[config.mk]
export PLATFORM = sky130hd
export DESIGN_NAME = frcsp_top
export DESIGN_NICKNAME = d
export VERILOG_FILES = /design/src/verilog/frcsp_sync.v /design/src/verilog/frcsp_top.v
export VERILOG_INCLUDE_DIRS = /design/src /design/src/verilog
export SDC_FILE = /design/constraint.sdc
export NUM_CORES = 1
export LEC_CHECK = 0
export BUFFER_PORTS_ARGS = -buffer_cell sky130_fd_sc_hd__buf_2
export CAP_MARGIN = 0
export CORE_MARGIN = 1.5
export CORE_UTILIZATION = 45
export DETAILED_ROUTE_END_ITERATION = 7
export PLACE_DENSITY_LB_ADDON = 0.2
export SETUP_SLACK_MARGIN = 0.15
export SYNTH_ARGS = -nofsm -noshare
export SYNTH_HDL_FRONTEND = slang
export SYNTH_SLANG_ARGS = --single-unit
export TNS_END_PERCENT = 100
[constraint.sdc]
create_clock -name core_clk -period 3.4 [get_ports core_clk]
set_input_delay 0.68 -clock core_clk [delete_from_list [all_inputs] [get_ports core_clk]]
set_output_delay 0.68 -clock core_clk [all_outputs]
set_load 0.1 [all_outputs]
[src/verilog/frcsp_map.vh]
// Constants for the shared-pin and strap logic of the frame-rate converter.
// Assumes inclusion by bare name from design files under verilog/.
`ifndef FRCSP_MAP_VH
`define FRCSP_MAP_VH

// Number of pins and straps that pass through the input synchroniser.
`define FRCSP_SYNC_W 8
// Positions of each asynchronous input in the synchroniser vector.
`define FRCSP_SI_CLAMP 0
`define FRCSP_SI_FLIP 1
`define FRCSP_SI_HSYNC 2
`define FRCSP_SI_VSYNC 3
`define FRCSP_SI_SCLK 4
`define FRCSP_SI_SEL_N 5
`define FRCSP_SI_SIN 6
`define FRCSP_SI_SDATA 7
// Last bit index of a serial byte.
`define FRCSP_BIT_LAST 3'h7
// Reset values.
`define FRCSP_OE_N_RST 1'h1
`define FRCSP_BIT_RST 3'h0
`define FRCSP_BYTE_RST 8'h00
// Strap level that selects most significant bit first.
`define FRCSP_MSB_FIRST 1'h1
// Strap level that selects falling-edge input sampling.
`define FRCSP_POL_FALL 1'h0

`endif

[src/verilog/frcsp_sync.v]
// Two-flop synchroniser for a vector of independent asynchronous levels.
// Assumes each bit is a slow level or a clock much slower than core_clk.
`timescale 1ns/1ps
`default_nettype none

module frcsp_sync #(
    parameter WIDTH = 1
) (
    input wire core_clk,
    input wire [WIDTH-1:0] async_in,
    output reg [WIDTH-1:0] sync_out
);

    // First stage; read only by the second stage below.
    reg [WIDTH-1:0] meta_r;

    // No reset here, so straps keep being sampled while reset is held.
    always @(posedge core_clk) begin
        meta_r <= async_in;
        sync_out <= meta_r;
    end

endmodule

`default_nettype wire

[src/verilog/frcsp_top.v]
// Shared pins, reset straps, serial shifter and frame drop/repeat logic.
// Assumes pins are asynchronous to core_clk and control ports are not.
//
// Contract
// - Drop or repeat whole frames for output rate.
// - Serve scaler pixel requests to sustain display timing.
// - Host port works in three- and four-wire forms.
// - Data-active high inside programmed input window.
// - Interrupt-enable bit picks data-active or interrupt.
// - Clamp pulse with programmable delay and width.
// - Clamp pin is bit-order strap during reset.
// - Strap one shifts most significant bit first.
// - Interlace mode toggles phase flip every frame.
// - Phase-flip pin is polarity strap during reset.
// - Polarity strap zero samples input on falling edge.
// - Polarity strap sets both sample and shift edges.
// - Falling-edge sampling shifts output on rising edge.
`timescale 1ns/1ps
`default_nettype none
`include "frcsp_map.vh"

module frcsp_top #(
    parameter CNT_W = 12
) (
    input wire core_clk,
    input wire rst_n,
    input wire clamp_pin_in,
    output reg clamp_pin_out,
    output reg clamp_pin_oe_n,
    input wire flip_pin_in,
    output reg adc_sample_phase_flip,
    output reg flip_pin_oe_n,
    input wire graphics_hsync_in,
    input wire graphics_vsync_in,
    input wire in_pixel_strobe,
    input wire [CNT_W-1:0] win_h_start,
    input wire [CNT_W-1:0] win_h_end,
    input wire [CNT_W-1:0] win_v_start,
    input wire [CNT_W-1:0] win_v_end,
    input wire [CNT_W-1:0] clamp_delay,
    input wire [CNT_W-1:0] clamp_width,
    input wire hinterlace_mode,
    input wire irq_out_en,
    input wire irq_request,
    output reg input_window_valid,
    input wire out_frame_start,
    input wire scaler_pixel_req,
    output reg store_read_strobe,
    output reg write_buf_sel,
    output reg read_buf_sel,
    output reg frame_dropped,
    output reg frame_repeated,
    input wire three_wire_mode,
    input wire serial_clk_in,
    input wire serial_select_n,
    input wire serial_in,
    input wire serial_data_in,
    output reg serial_out,
    output reg serial_out_oe_n,
    output reg serial_data_oe_n,
    input wire [7:0] tx_byte,
    input wire tx_load,
    input wire tx_drive,
    output reg [7:0] rx_byte,
    output reg rx_valid,
    output reg serial_bit_order_strap,
    output reg shift_clock_edge_strap
);

    // Synchronised copies of every pin input.
    wire [`FRCSP_SYNC_W-1:0] pins_s;
    // Previous synchronised values, for edge detection.
    reg hs_d_r;
    reg vs_d_r;
    reg sclk_d_r;
    // Window counters: pixels in a line and lines in a frame.
    reg [CNT_W-1:0] hcnt_r;
    reg [CNT_W-1:0] vcnt_r;
    // Clamp timing counter and phase.
    reg [CNT_W-1:0] clamp_cnt_r;
    reg clamp_wait_r;
    // Set when a complete input frame waits for the output side.
    reg frame_ready_r;
    // Serial shifter state.
    reg [7:0] rx_sh_r;
    reg [7:0] tx_sh_r;
    reg [2:0] bit_r;

    frcsp_sync #(
        .WIDTH(`FRCSP_SYNC_W)
    ) u_sync (
        .core_clk(core_clk),
        .async_in({serial_data_in, serial_in, serial_select_n,
                   serial_clk_in, graphics_vsync_in, graphics_hsync_in,
                   flip_pin_in, clamp_pin_in}),
        .sync_out(pins_s)
    );

    // Edges found on the synchronised pins.
    wire hs_rise = pins_s[`FRCSP_SI_HSYNC] & ~hs_d_r;
    wire vs_rise = pins_s[`FRCSP_SI_VSYNC] & ~vs_d_r;
    wire sclk_rise = pins_s[`FRCSP_SI_SCLK] & ~sclk_d_r;
    wire sclk_fall = ~pins_s[`FRCSP_SI_SCLK] & sclk_d_r;
    // Active edges chosen by the latched polarity strap.
    wire pol_fall = (shift_clock_edge_strap == `FRCSP_POL_FALL);
    wire sample_edge = pol_fall ? sclk_fall : sclk_rise;
    wire shift_edge = pol_fall ? sclk_rise : sclk_fall;
    wire selected = ~pins_s[`FRCSP_SI_SEL_N];
    // Three-wire form shares one data pin for both directions.
    wire din = three_wire_mode ? pins_s[`FRCSP_SI_SDATA]
                               : pins_s[`FRCSP_SI_SIN];
    wire msb_first = (serial_bit_order_strap == `FRCSP_MSB_FIRST);
    // Next receive word with the new bit placed by bit order.
    wire [7:0] rx_next = msb_first ? {rx_sh_r[6:0], din}
                                   : {din, rx_sh_r[7:1]};

    // Straps follow the pins while reset is held and freeze on release.
    // Sampling goes through the synchroniser, so the captured level is the
    // pin as it stood two cycles before the release edge.
    always @(posedge core_clk) begin
        if (!rst_n) begin
            serial_bit_order_strap <= pins_s[`FRCSP_SI_CLAMP];
            shift_clock_edge_strap <= pins_s[`FRCSP_SI_FLIP];
        end
    end

    // Edge history registers. During reset they follow the pins as well, so
    // a shift clock that idles high gives no false edge after release.
    always @(posedge core_clk) begin
        if (!rst_n) begin
            hs_d_r <= pins_s[`FRCSP_SI_HSYNC];
            vs_d_r <= pins_s[`FRCSP_SI_VSYNC];
            sclk_d_r <= pins_s[`FRCSP_SI_SCLK];
        end else begin
            hs_d_r <= pins_s[`FRCSP_SI_HSYNC];
            vs_d_r <= pins_s[`FRCSP_SI_VSYNC];
            sclk_d_r <= pins_s[`FRCSP_SI_SCLK];
        end
    end

    // Window counters and the shared data-active / interrupt pin.
    always @(posedge core_clk) begin
        if (!rst_n) begin
            hcnt_r <= {CNT_W{1'b0}};
            vcnt_r <= {CNT_W{1'b0}};
            input_window_valid <= 1'h0;
        end else begin
            if (hs_rise) begin
                hcnt_r <= {CNT_W{1'b0}};
            end else if (in_pixel_strobe) begin
                hcnt_r <= hcnt_r + {{(CNT_W-1){1'b0}}, 1'b1};
            end
            if (vs_rise) begin
                vcnt_r <= {CNT_W{1'b0}};
            end else if (hs_rise) begin
                vcnt_r <= vcnt_r + {{(CNT_W-1){1'b0}}, 1'b1};
            end
            // The pin is steered by the interrupt enable bit.
            if (irq_out_en) begin
                input_window_valid <= irq_request;
            end else begin
                input_window_valid <= (hcnt_r >= win_h_start) &&
                                      (hcnt_r < win_h_end) &&
                                      (vcnt_r >= win_v_start) &&
                                      (vcnt_r < win_v_end);
            end
        end
    end

    // Clamp pulse: wait clamp_delay cycles after hsync, then high for
    // clamp_width + 1 cycles, or not at all when clamp_width is zero. A new
    // hsync restarts the sequence, so a delay longer than a line never yields a pulse.
    always @(posedge core_clk) begin
        if (!rst_n) begin
            clamp_cnt_r <= {CNT_W{1'b0}};
            clamp_wait_r <= 1'h0;
            clamp_pin_out <= 1'h0;
        end else if (hs_rise) begin
            clamp_cnt_r <= clamp_delay;
            clamp_wait_r <= 1'h1;
            clamp_pin_out <= 1'h0;
        end else if (clamp_cnt_r != {CNT_W{1'b0}}) begin
            clamp_cnt_r <= clamp_cnt_r - {{(CNT_W-1){1'b0}}, 1'b1};
        end else if (clamp_wait_r) begin
            // Delay over: open the pulse unless its width is zero.
            clamp_wait_r <= 1'h0;
            clamp_cnt_r <= clamp_width;
            clamp_pin_out <= (clamp_width != {CNT_W{1'b0}});
        end else begin
            clamp_pin_out <= 1'h0;
        end
    end

    // Pin direction: straps are inputs during reset, outputs afterwards.
    always @(posedge core_clk) begin
        if (!rst_n) begin
            clamp_pin_oe_n <= `FRCSP_OE_N_RST;
            flip_pin_oe_n <= `FRCSP_OE_N_RST;
            adc_sample_phase_flip <= 1'h0;
        end else begin
            clamp_pin_oe_n <= 1'h0;
            flip_pin_oe_n <= 1'h0;
            if (hinterlace_mode && vs_rise) begin
                adc_sample_phase_flip <= ~adc_sample_phase_flip;
            end
        end
    end

    // Frame scheduling. An input frame ends at graphics vsync; the output
    // frame start picks the newest finished frame, or repeats the old one.
    always @(posedge core_clk) begin
        if (!rst_n) begin
            frame_ready_r <= 1'h0;
            write_buf_sel <= 1'h0;
            read_buf_sel <= 1'h1;
            frame_dropped <= 1'h0;
            frame_repeated <= 1'h0;
            store_read_strobe <= 1'h0;
        end else begin
            // Each scaler request is answered next cycle.
            store_read_strobe <= scaler_pixel_req;
            frame_dropped <= 1'h0;
            frame_repeated <= 1'h0;
            if (out_frame_start && (frame_ready_r || vs_rise)) begin
                // Display the newest whole frame; writing moves on.
                read_buf_sel <= write_buf_sel;
                write_buf_sel <= ~write_buf_sel;
                frame_ready_r <= 1'h0;
                frame_dropped <= frame_ready_r & vs_rise;
            end else if (out_frame_start) begin
                frame_repeated <= 1'h1;
            end else if (vs_rise) begin
                // An unread finished frame is overwritten: dropped.
                frame_dropped <= frame_ready_r;
                frame_ready_r <= 1'h1;
            end
        end
    end

    // Serial shifter. Receive on the sampling edge, transmit on the other.
    always @(posedge core_clk) begin
        if (!rst_n) begin
            rx_sh_r <= `FRCSP_BYTE_RST;
            tx_sh_r <= `FRCSP_BYTE_RST;
            bit_r <= `FRCSP_BIT_RST;
            rx_byte <= `FRCSP_BYTE_RST;
            rx_valid <= 1'h0;
            serial_out <= 1'h0;
            serial_out_oe_n <= `FRCSP_OE_N_RST;
            serial_data_oe_n <= `FRCSP_OE_N_RST;
        end else begin
            rx_valid <= 1'h0;
            // Four-wire drives its own output pin; three-wire the data pin.
            serial_out_oe_n <= ~(selected & tx_drive & ~three_wire_mode);
            serial_data_oe_n <= ~(selected & tx_drive & three_wire_mode);
            if (!selected) begin
                bit_r <= `FRCSP_BIT_RST;
            end else if (sample_edge) begin
                rx_sh_r <= rx_next;
                bit_r <= bit_r + 3'h1;
                if (bit_r == `FRCSP_BIT_LAST) begin
                    rx_byte <= rx_next;
                    rx_valid <= 1'h1;
                end
            end
            if (tx_load) begin
                tx_sh_r <= tx_byte;
                serial_out <= msb_first ? tx_byte[7] : tx_byte[0];
            end else if (selected && shift_edge) begin
                tx_sh_r <= msb_first ? {tx_sh_r[6:0], 1'b0}
                                     : {1'b0, tx_sh_r[7:1]};
                serial_out <= msb_first ? tx_sh_r[6] : tx_sh_r[1];
            end
        end
    end

endmodule

`default_nettype wire

==> results.md, run 1 <==
* Outcome: finished clean
* WP data required at about 3.7 ns
* CTS Hold Bufs at 0
* Post-synth EDFFs at 2
* Clk pwr share at around 36%
* Startpoint types: flop
* Antenna cells at 0
* CTS clk-pin slew, worst paths at about 0.07 ns
* Comb pwr share at 18.1%
* Max incr delay on CP at approximately 0.5 ns
* Detailed Place HPWL at between 8000 and 9000 um
* P_leak at 2.90 nW
* Post-synth ARST share at 0%
* Final min period at ~2.3 ns
* CP max stage cell: a21oi_2
* Netlist Area Pre-Place at 0.00513 mm^2
* Initial DRC count at 148
* Fmax at 441 MHz
* CTS max path bufs at 2
* Crit path DAT at about 2.5 ns
* Sequential share of the synthesized area at approximately two fifths
* Drt wl/cell at between 10 and 15 um
* Post-CTS Setup Bufs at 0
* Slew @ Worst Pin at 0.722 ns
* Top_reg_cell synth: dfxtp_1
* Syn Inst Count at 588
* Post-Syn Nets at 739
* Core Region at around 0.011 mm^2
* Clock root buffer: clkbuf_16
* Placed cells at roughly 830
* Syn avg cell area at approximately 8.7 um^2
* CTS resizes at 0
* Vias at 4365
* Multi-input logic area at 0.00283 mm^2
* Global-route usage over all layers at 20.2%
* Die Area at 0.0121 mm^2
* Max_cap viols at 0
* First-pass GRT wire length at just under 20000 um
* Layout cells sized above 1 at 22.3%
* Skew final at ~0.0075 ns
* Routed WL at ~11000 um
* Initial antenna violation count at 0
* Crit-path max FO at 14
* Vias in the first global route at 4362
* Nets@finish at between 800 and 900
* Skew-Pair Late Insertion Delay at between 0.3 and 0.4 ns
* Overflow after GRT at 0
* Drt pass-1 iters at 4
* Sink Count at between 90 and 100
* DRC viols at 0
* PortBufs at about 120
* Starting Density at between 40% and 50%
* Final setup fails at 0
* Die W at approximately 110 um
* Total of warnings raised by yosys at 0
* CP cell instances: or3b_1, a21oi_2, and2_1, nor2_1, a211oi_1
* Internal power at 0.00197 W
* Final slew viol count at 0
* Worst setup EP type: flop
* Unrepaired setup endpoints after global routing: false
* Switching power at ~0.00084 W
* CTS tree: yes
* Row Count at 38
* Sequential Area at between 0.002 and 0.0025 mm^2
* Non-Filler Instances at roughly 850
* TNS Setup at 0 ns
* Fillers at around 1000
* Number of buffers created by CTS at 9
* Period utilization at about two thirds
* Pwr dens at around 460 mW/mm^2
* IO Count at ~120
* Peak VDD IR at around 0.27 mV
* H-tree depth at 3
* Post-synthesis register bit count at 99
* Layout area overhead at 19.3%
* Critical path type: flop to flop
* Hold Crit Class: flop to flop
* Gpl congestion at ~0.8
* Via/cell ratio at 5.15
* Switching Share at 30.0%
* Synth cell types at 57
* Fin. Hold Viols at 0
* Sequential Power Share at 46.0%
* Largest net degree at the start of global routing at 38
* Relative slew margins at 51.9%
* Die Y-Extent at ~110 um
* Post-route ant nets at 0
## cell type report
type | instances | area share [%]
flip-flops and latches | 99 | 32.7
repair buffers | 124 | 10.2
clock buffers | 10 | 3.90
well taps | 140 | 2.86
multi-input cells | 416 | 46.1
clock inverters | 6 | 1.00
inverters | 52 | 3.19
## per-stage QoR
stage          power [W]  utilization [%]  setup slack (ns)  instance area (um^2)  hold slack [ns]
5_1_grt          0.00295             55.8              1.00                  6120            0.337
4_1_cts          0.00284             55.8              1.12                  6120            0.330
2_1_floorplan    0.00169                -              1.17                  5130            0.310
3_5_place_dp     0.00182             53.0              1.20                  5820            0.313
6_report         0.00281             55.8              1.13                  6120            0.327
3_3_place_gp     0.00181             53.0              1.19                  5820            0.312
## cell usage after synthesis, types with 10 or more instances
cell      number  share of area, %
xor2_1        15               2.6
clkbuf_1      10              0.73
nand3_1       10              0.98
nor3_1        10              0.98
nand2_1       38               2.8
inv_1         51               3.7
o21ai_0       25               2.4
ha_1          52                13
nor2_1        73               5.3
nand4_1       10               1.2
mux2i_1       18               3.5
a211oi_1      24               3.5
a21oi_1       45               4.4
dfxtp_1       97                38
## cells by family (layout without fill, tap and decap cells)
group | count (synthesis) | in the layout | share of synthesized area (%)
AOI/OAI and AO/OA | 122 | 122 | 14.9
xor gates and xnor gates | 21 | 21 | 3.58
adders and majority gates | 52 | 52 | 12.7
buffers and inverters | 73 | 192 | 5.93
DFF | 99 | 99 | 39.0
muxes | 20 | 20 | 4.17
and+or+nand+nor | 201 | 201 | 19.8
## path summary, 6_finish.rpt
path | cells after the start | slack (ns) | startpoint | to
setup reg to reg | 5 | 1.13 | shift_clock_edge_strap | rx_byte[5]
hold / removal | 0 | 0.33 | u_sync.meta_r[6] | u_sync.sync_out[6]
setup / recovery | 5 | 1.13 | shift_clock_edge_strap | rx_byte[5]
hold reg to reg | 0 | 0.33 | u_sync.meta_r[6] | u_sync.sync_out[6]
## registers in the layout (all words and copies together), names as in the netlist, 3 cells and up
register         cells
rx_sh_r              8
bit_r                3
tx_sh_r              8
hcnt_r              12
u_sync.meta_r        8
rx_byte              8
vcnt_r              12
u_sync.sync_out      8
clamp_cnt_r         12
## worst max-delay path, delay by kind of cell, from the launching register on
family | cells | cell delay, ns
AO/OA/AOI/OAI | 2 | 0.76
flip-flops | 1 | 0.43
AND/OR/NAND/NOR | 3 | 0.98
## cells in the final DEF, fill, tap and decap left out, types with 15 or more instances in the layout
| cell type | netlist | layout |
|---|---|---|
| a211oi_1 | 24 | 24 |
| a21oi_1 | 45 | 45 |
| buf_2 | 4 | 122 |
| dfxtp_1 | 97 | 97 |
| ha_1 | 52 | 52 |
| inv_1 | 51 | 51 |
| mux2i_1 | 18 | 18 |
| nand2_1 | 38 | 38 |
| nor2_1 | 73 | 73 |
| o21ai_0 | 25 | 25 |
| xor2_1 | 15 | 15 |
## layer usage
| metal | global-route usage, % | part of all wire (%) | routed length, um | up-vias |
|---|---|---|---|---|
| met5 | 0 | 0 | 0 | - |
| met4 | 6.86 | 1.0 | 118 | 0 |
| met3 | 4.15 | 4.7 | 529 | 8 |
| met2 | 33.9 | 46 | 5210 | 104 |
| met1 | 25.8 | 48 | 5470 | 1964 |
| li1 | - | - | - | 2289 |
## power by group through the flow
stage / clock network, W / logic [W] / registers, W
floorplan: 0 / 0.000324 / 0.00136
global placement: 0 / 0.000495 / 0.00132
detailed placement: 0 / 0.000506 / 0.00132
CTS: 0.00104 / 0.000511 / 0.00129
global route: 0.00108 / 0.000574 / 0.00130
finish: 0.00101 / 0.000509 / 0.00129
(Power assumes the default switching activity.)
==> run 2, diff against run 1 <==
--- a/config.mk
+++ b/config.mk
@@ -6,6 +6,7 @@
 export SDC_FILE = /design/constraint.sdc
 export NUM_CORES = 1
 export LEC_CHECK = 0
+export ABC_AREA = 1
 export BUFFER_PORTS_ARGS = -buffer_cell sky130_fd_sc_hd__buf_2
 export CAP_MARGIN = 0
 export CORE_MARGIN = 1.5
==> constraint.sdc (replaced) <==
create_clock -name core_clk -period 2.07 [get_ports core_clk]
set_input_delay 0.414 -clock core_clk [delete_from_list [all_inputs] [get_ports core_clk]]
set_output_delay 0.414 -clock core_clk [all_outputs]
set_load 0.1 [all_outputs]
==> run 2 against run 1 <==
- clock skew hardly changed
- critical endpoint is now serial_bit_order_strap
- wire length is 2.9% higher
- register-to-register slack worse by 0.78 ns
- flip-flop and latch count stayed put
- highest routed layer unchanged
- sequential power is 71% higher
- synthesized area is 5.9% higher
- cell area is 6.9% higher
- power is 86% higher
- worst hold slack worse by 0.16 ns
==> results.md, run 2 <==
* Initial antenna violation count at 0 (unchanged)
* Synth cell types at 44 (-23%)
* Hold Crit Class: input port to flop
* Peak VDD IR at 0.609 mV (+120%)
* Nets@finish at 1035 (+21%)
* Slew @ Worst Pin at 0.671 ns (-0.0506 ns)
* Clock root buffer: clkbuf_16
* Total of warnings raised by yosys at 0 (unchanged)
* Die Y-Extent at 113 um (+2.8%)
* Skew-Pair Late Insertion Delay at 0.34 ns (about the same)
* CTS max path bufs at 2 (unchanged)
* Number of buffers created by CTS at 9 (unchanged)
* Post-synthesis register bit count at 99 (unchanged)
* Critical path type: flop to primary output
* Post-Syn Nets at 908 (+23%)
* Synth area leaders: dfxtp_1, ha_1, nand2_1
* Routed WL at 11700 um (+2.9%)
* Non-Filler Instances at 1032 (+22%)
* Startpoint types: flop
* Starting Density at 46.8% (+0.081 points)
* Die W at 113 um (+2.8%)
* Most frequent cell after synthesis: nand2_1
* Sink Count at 99 (unchanged)
* Unrepaired setup endpoints after global routing: false
* Detailed Place HPWL at 9250 um (+8.4%)
* Vias at 4929 (+13%)
* CP endpoint: serial_bit_order_strap
* H-tree depth at 3 (unchanged)
* Gpl congestion at 0.896 (+11%)
* Sequential Area at 0.00200 mm^2 (unchanged)
* Multi-input logic area at 0.00288 mm^2 (+2.1%)
* WP data required at 1.66 ns (-1.99 ns)
* Area leader, netlist: dfxtp_1
* FF-to-FF Start: shift_clock_edge_strap
* Via/cell ratio at 4.78 (-7.3%)
* Synth top cells by count: nand2_1, inv_1, dfxtp_1, nor2_1, a21oi_1
* IO Count at 123 (unchanged)
* P_leak at 3.36 nW (+16%)
* Final setup fails at 0 (unchanged)
* Max_cap viols at 0 (unchanged)
* Top_reg_cell synth: dfxtp_1
* CTS resizes at 0 (unchanged)
* Layout area overhead at 20.4%
* Worst setup EP type: primary output
* CTS Hold Bufs at 0 (unchanged)
* Final worst-path setup slack at 0.280 ns (-0.854 ns)
* Regs by FF count: clamp_cnt_r: 12 flops, hcnt_r: 12 flops, vcnt_r: 12 flops
* Layout cells sized above 1 at 20.2% (-2.1 points)
* Crit-path max FO at 14 (unchanged)
* CTS tree: yes
* Antenna cells at 0 (unchanged)
* Skew final at 0.00713 ns (-0.000414 ns)
* Met1 Use GR at 23.6% (-2.2 points)
* Reg2Reg Depth at 6 (+1)
* Util after Layout at 56.3% (+0.59 points)
* Fillers at 1146 (+13%)
* Global-route usage over all layers at 18.9% (-1.3 points)
* Worst reg2reg path endpoint: rx_byte[2]
* Syn Inst Count at 757 (+29%)
* Initial DRC count at 271 (+83%)
* Drt pass-1 iters at 4 (unchanged)
* M2 GR Usage at 32.7% (-1.2 points)
* Most frequent cells in the layout: nand2_1, inv_1, buf_2
* Fmax at 559 MHz
* Worst R2R Setup Slack at 0.35 ns (-0.78 ns)
* CTS clk-pin slew, worst paths at 0.08 ns (about the same)
* Drt wl/cell at 11.3 um (-16%)
* Syn avg cell area at 7.18 um^2 (-18%)
* Final min period at 1.79 ns
* Relative slew margins at 55.3% (+3.4 points)
* Largest net degree at the start of global routing at 27 (-29%)
* PortBufs at 122 (unchanged)
* M3 GR Usage at 4.02% (-0.13 points)
* DRC viols at 0 (unchanged)
* Outcome: finished clean
* Core Region at 0.0116 mm^2 (+5.7%)
* Post-synth EDFFs at 2 (unchanged)
* Area after DPL at 0.00624 mm^2 (+7.2%)
* First-pass GRT wire length at 19600 um (+2.2%)
* Fin. Hold Viols at 0 (unchanged)
* Setup Slack @ Placement at 0.353 ns (-0.844 ns)
* Crit path DAT at 1.38 ns (-1.14 ns)
* Placed cells at 1016 (+22%)
* Pwr dens at 800 mW/mm^2 (+74%)
* Final slew viol count at 0 (unchanged)
* Post-layout instance area at 0.00654 mm^2 (+6.9%)
* Sequential share of the synthesized area at 36.8% (-2.2 points)
* Overflow after GRT at 0 (unchanged)
* TNS Setup at 0 ns (unchanged)
* Row Count at 39 (+2.6%)
* Top cell type's share of synthesized area at 35.7% (-2.1 points)
* Die Area at 0.0127 mm^2 (+5.8%)
* Post-synth ARST share at 0% (unchanged)
* Vias in the first global route at 4520 (+3.6%)
* Post-route ant nets at 0 (unchanged)
* Post-CTS Setup Bufs at 0 (unchanged)
* Netlist Area Pre-Place at 0.00544 mm^2 (+5.9%)
* GR peak layer: met2
* Period utilization at between 80% and 90%
* CP Launch Point: serial_bit_order_strap
* Commonest non-fill, non-tap cell in the layout: nand2_1
[run 2: logic make-up (layout without fill, tap and decap cells)]
group                      after synthesis  in the layout  synth area share (%)
AOI/OAI and AO/OA                      140            140                  13.8
xor gates and xnor gates                 7              7                  1.13
adders and majority gates               52             52                  12.0
buffers and inverters                  146            278                  10.6
DFF                                     99             99                  36.8
muxes                                    1              1                 0.184
and+or+nand+nor                        312            312                  25.5
[run 2: worst max-delay path: stages (launching register included)]
cell	delay (ns)
edfxtp_1	0.38
buf_4	0.20
buf_2	0.44
[run 2: final cells by class]
cell class	instances	area share, %
Clock inverter	7	1.20
Multi-Input combinational cell	512	44.1
Clock buffer	9	3.44
Timing Repair Buffer	131	10.4
Tap cell	143	2.73
Inverter	131	7.59
Sequential cell	99	30.6
[run 2: routing by layer]
metal  part of all wire (%)  wire [um]
met3                    5.0        585
met2                     45       5290
met5                      0          0
met1                     48       5590
met4                    1.7        204
[run 2: worst min-delay path by stage]
stage          cells past startpoint         startpoint                 end
2_1_floorplan                      0   u_sync.meta_r[0]  u_sync.sync_out[0]
3_3_place_gp                       0   u_sync.meta_r[7]  u_sync.sync_out[7]
3_5_place_dp                       0   u_sync.meta_r[7]  u_sync.sync_out[7]
4_1_cts                            1     serial_data_in    u_sync.meta_r[7]
5_1_grt                            1     serial_data_in    u_sync.meta_r[7]
6_report                           1  graphics_vsync_in    u_sync.meta_r[3]
[run 2: power breakdown]
part           internal, W  switching, W  total [W]
registers          0.00207      0.000128    0.00220
clock network     0.000860      0.000806    0.00167
logic             0.000514      0.000852    0.00137
total              0.00345       0.00179    0.00523
[run 2: stage by stage]
step	hold WS, ns	power, W
final	0.163	0.00523
after global placement	0.310	0.00361
after CTS	0.147	0.00529
after floorplan	0.310	0.00326
after global routing	0.142	0.00559
after detailed placement	0.313	0.00360
==> run 3, diff against run 2 <==
--- a/config.mk
+++ b/config.mk
@@ -11,8 +11,10 @@
 export CAP_MARGIN = 0
 export CORE_MARGIN = 1.5
 export CORE_UTILIZATION = 45
+export CTS_BUF_LIST = sky130_fd_sc_hd__clkbuf_16
 export DETAILED_ROUTE_END_ITERATION = 7
 export PLACE_DENSITY_LB_ADDON = 0.2
+export RECOVER_POWER = 25
 export SETUP_SLACK_MARGIN = 0.15
 export SYNTH_ARGS = -nofsm -noshare
 export SYNTH_HDL_FRONTEND = slang
==> run 3 against run 2 <==
- clock power is essentially flat
- non-clock buffer count is the same
- via count grew 0.12%
- critical path type unchanged
- critical endpoint unchanged
==> results.md, run 3 (same netlist as run 2, synthesis figures left out) <==
* Area after DPL at 0.00624 mm^2 (unchanged)
* Regs by FF count: clamp_cnt_r: 12 flops, hcnt_r: 12 flops, vcnt_r: 12 flops
* Worst R2R Setup Slack at 0.32 ns (-0.03 ns)
* Final worst-path setup slack at 0.281 ns (+0.00104 ns)
* Die Area at 0.0127 mm^2 (unchanged)
* Nets@finish at 1035 (unchanged)
* CTS max path bufs at 2 (unchanged)
* Vias in the first global route at 4520 (unchanged)
* Critical path depth at 2 (unchanged)
* Drt wl/cell at 11.3 um (about the same)
* Worst reg2reg path endpoint: rx_byte[2]
* Tightest hold margin at 0.163 ns (-0.000770 ns)
* Setup Slack @ Placement at 0.353 ns (unchanged)
* CP cell instances: buf_4, buf_2
* Final slew viol count at 0 (unchanged)
* Die W at 113 um (unchanged)
* First-pass GRT wire length at 19600 um (unchanged)
* Gpl congestion at 0.896 (unchanged)
* CTS Hold Bufs at 0 (unchanged)
* Worst setup EP type: primary output
* Post-CTS Setup Bufs at 0 (unchanged)
* Commonest non-fill, non-tap cell in the layout: nand2_1
* CTS tree: yes
* Detailed Place HPWL at 9250 um (unchanged)
* Routed WL at 11700 um (about the same)
* Post-layout instance area at 0.00654 mm^2 (-0.13%)
* IO Count at 123 (unchanged)
* Overflow after GRT at 0 (unchanged)
* Period utilization at 86.4% (about the same)
* Delay-heaviest family, CP: buffers and inverters
* Max_cap viols at 0 (unchanged)
* Initial DRC count at 275 (+1.5%)
* CTS clk-pin slew, worst paths at 0.07 ns (about the same)
* Drt pass-1 iters at 5 (+1)
* CP Launch Point: serial_bit_order_strap
* CTS resizes at 0 (unchanged)
* P_leak at 3.35 nW (-0.30%)
* FF-to-FF Start: shift_clock_edge_strap
* Skew final at 0.00667 ns (-0.000456 ns)
* Startpoint types: flop
* TNS Setup at 0 ns (unchanged)
* Pwr dens at 800 mW/mm^2 (about the same)
* Largest net degree at the start of global routing at 27 (unchanged)
* Clock root buffer: clkbuf_16
* Fin. Hold Viols at 0 (unchanged)
* CP max stage cell: buf_2
* Initial antenna violation count at 0 (unchanged)
* Buffers & Inverters on Critical Path at 2 (unchanged)
* Final setup fails at 0 (unchanged)
* Final min period at 1.79 ns (-0.00104 ns)
* Fmax at 559 MHz (about the same)
* CP endpoint: serial_bit_order_strap
* Slew @ Worst Pin at 1.27 ns (+0.600 ns)
* Antenna cells at 0 (unchanged)
* Critical path type: flop to primary output
* Crit-path max FO at 14 (unchanged)
* Hold Path Stages at 1 (unchanged)
* DRC viols at 0 (unchanged)
* Max incr delay on CP at 0.44 ns (about the same)
* Relative slew margins at 15.3% (-40 points)
* Post-route ant nets at 0 (unchanged)
* Unrepaired setup endpoints after global routing: false
* Skew-Pair Late Insertion Delay at 0.34 ns (about the same)
* Layout cells sized above 1 at 19.9% (-0.34 points)
* Vias at 4935 (+0.12%)
* Global-route usage over all layers at 18.9% (unchanged)
* WP data required at 1.66 ns (about the same)
* Most frequent cells in the layout: nand2_1, inv_1, buf_2
* Outcome: finished clean
* Crit path DAT at 1.37 ns (about the same)
* H-tree depth at 3 (unchanged)
* Reg2Reg Depth at 6 (unchanged)
* Hold Crit Class: input port to flop
* Via/cell ratio at 4.78 (+0.12%)
* Sink Count at 99 (unchanged)
* Core Region at 0.0116 mm^2 (unchanged)
* Layout area overhead at 20.2%
* Number of buffers created by CTS at 9 (unchanged)
* Die Y-Extent at 113 um (unchanged)
* Peak VDD IR at 0.609 mV (about the same)
* Row Count at 39 (unchanged)
* Starting Density at 46.8% (unchanged)
* PortBufs at 122 (unchanged)
[run 3: cell types whose count changed in the layout (fill, tap and decap cells not counted), sizes merged]
cell / previous run / this run
clkbuf: 9 / 12
buf: 131 / 128
[run 3: power by group]
group          internal (W)  switching (W)  total, W
Sequential          0.00207       0.000128   0.00220
Clock              0.000860       0.000806   0.00167
Combinational      0.000512       0.000851   0.00136
[run 3: worst reg2reg max path, delay by kind of cell (launching register included)]
| family | cells | cell delay, ns |
|---|---|---|
| AO/OA/AOI/OAI | 2 | 0.40 |
| flip-flops | 1 | 0.45 |
| buffers and inverters | 1 | 0.07 |
| AND/OR/NAND/NOR | 3 | 0.76 |
[run 3: worst min-delay path by stage]
stage	startpoint	to	slack [ns]
after floorplan	u_sync.meta_r[0]	u_sync.sync_out[0]	0.31
after global placement	u_sync.meta_r[7]	u_sync.sync_out[7]	0.31
after detailed placement	u_sync.meta_r[7]	u_sync.sync_out[7]	0.31
after CTS	serial_data_in	u_sync.meta_r[7]	0.15
after global routing	serial_data_in	u_sync.meta_r[7]	0.14
final	graphics_vsync_in	u_sync.meta_r[3]	0.16
[run 3: metrics by stage]
stage	cells	utilization (%)	total power [W]
6_report	1032	56.3	0.00523
5_1_grt	1032	56.3	0.00559
2_1_floorplan	757	-	0.00326
3_3_place_gp	1016	53.7	0.00361
3_5_place_dp	1016	53.7	0.00360
4_1_cts	1032	56.3	0.00529
[run 3: final cells by class]
type	instances	area (um^2)
fill	1146	5080
sequential	99	2000
tap	143	179
clock buffer	9	225
inverter	131	497
clock inverter	7	78.8
multi-input combinational	512	2880
timing repair buffer	131	669
[run 3: metal layers]
layer  part of all wire, %  up-vias  track usage, %
met4                   1.7        0            6.25
met1                    48     2113            23.6
li1                      -     2686               -
met3                   5.4       18            4.02
met2                    45      118            32.7
met5                     0        -               0
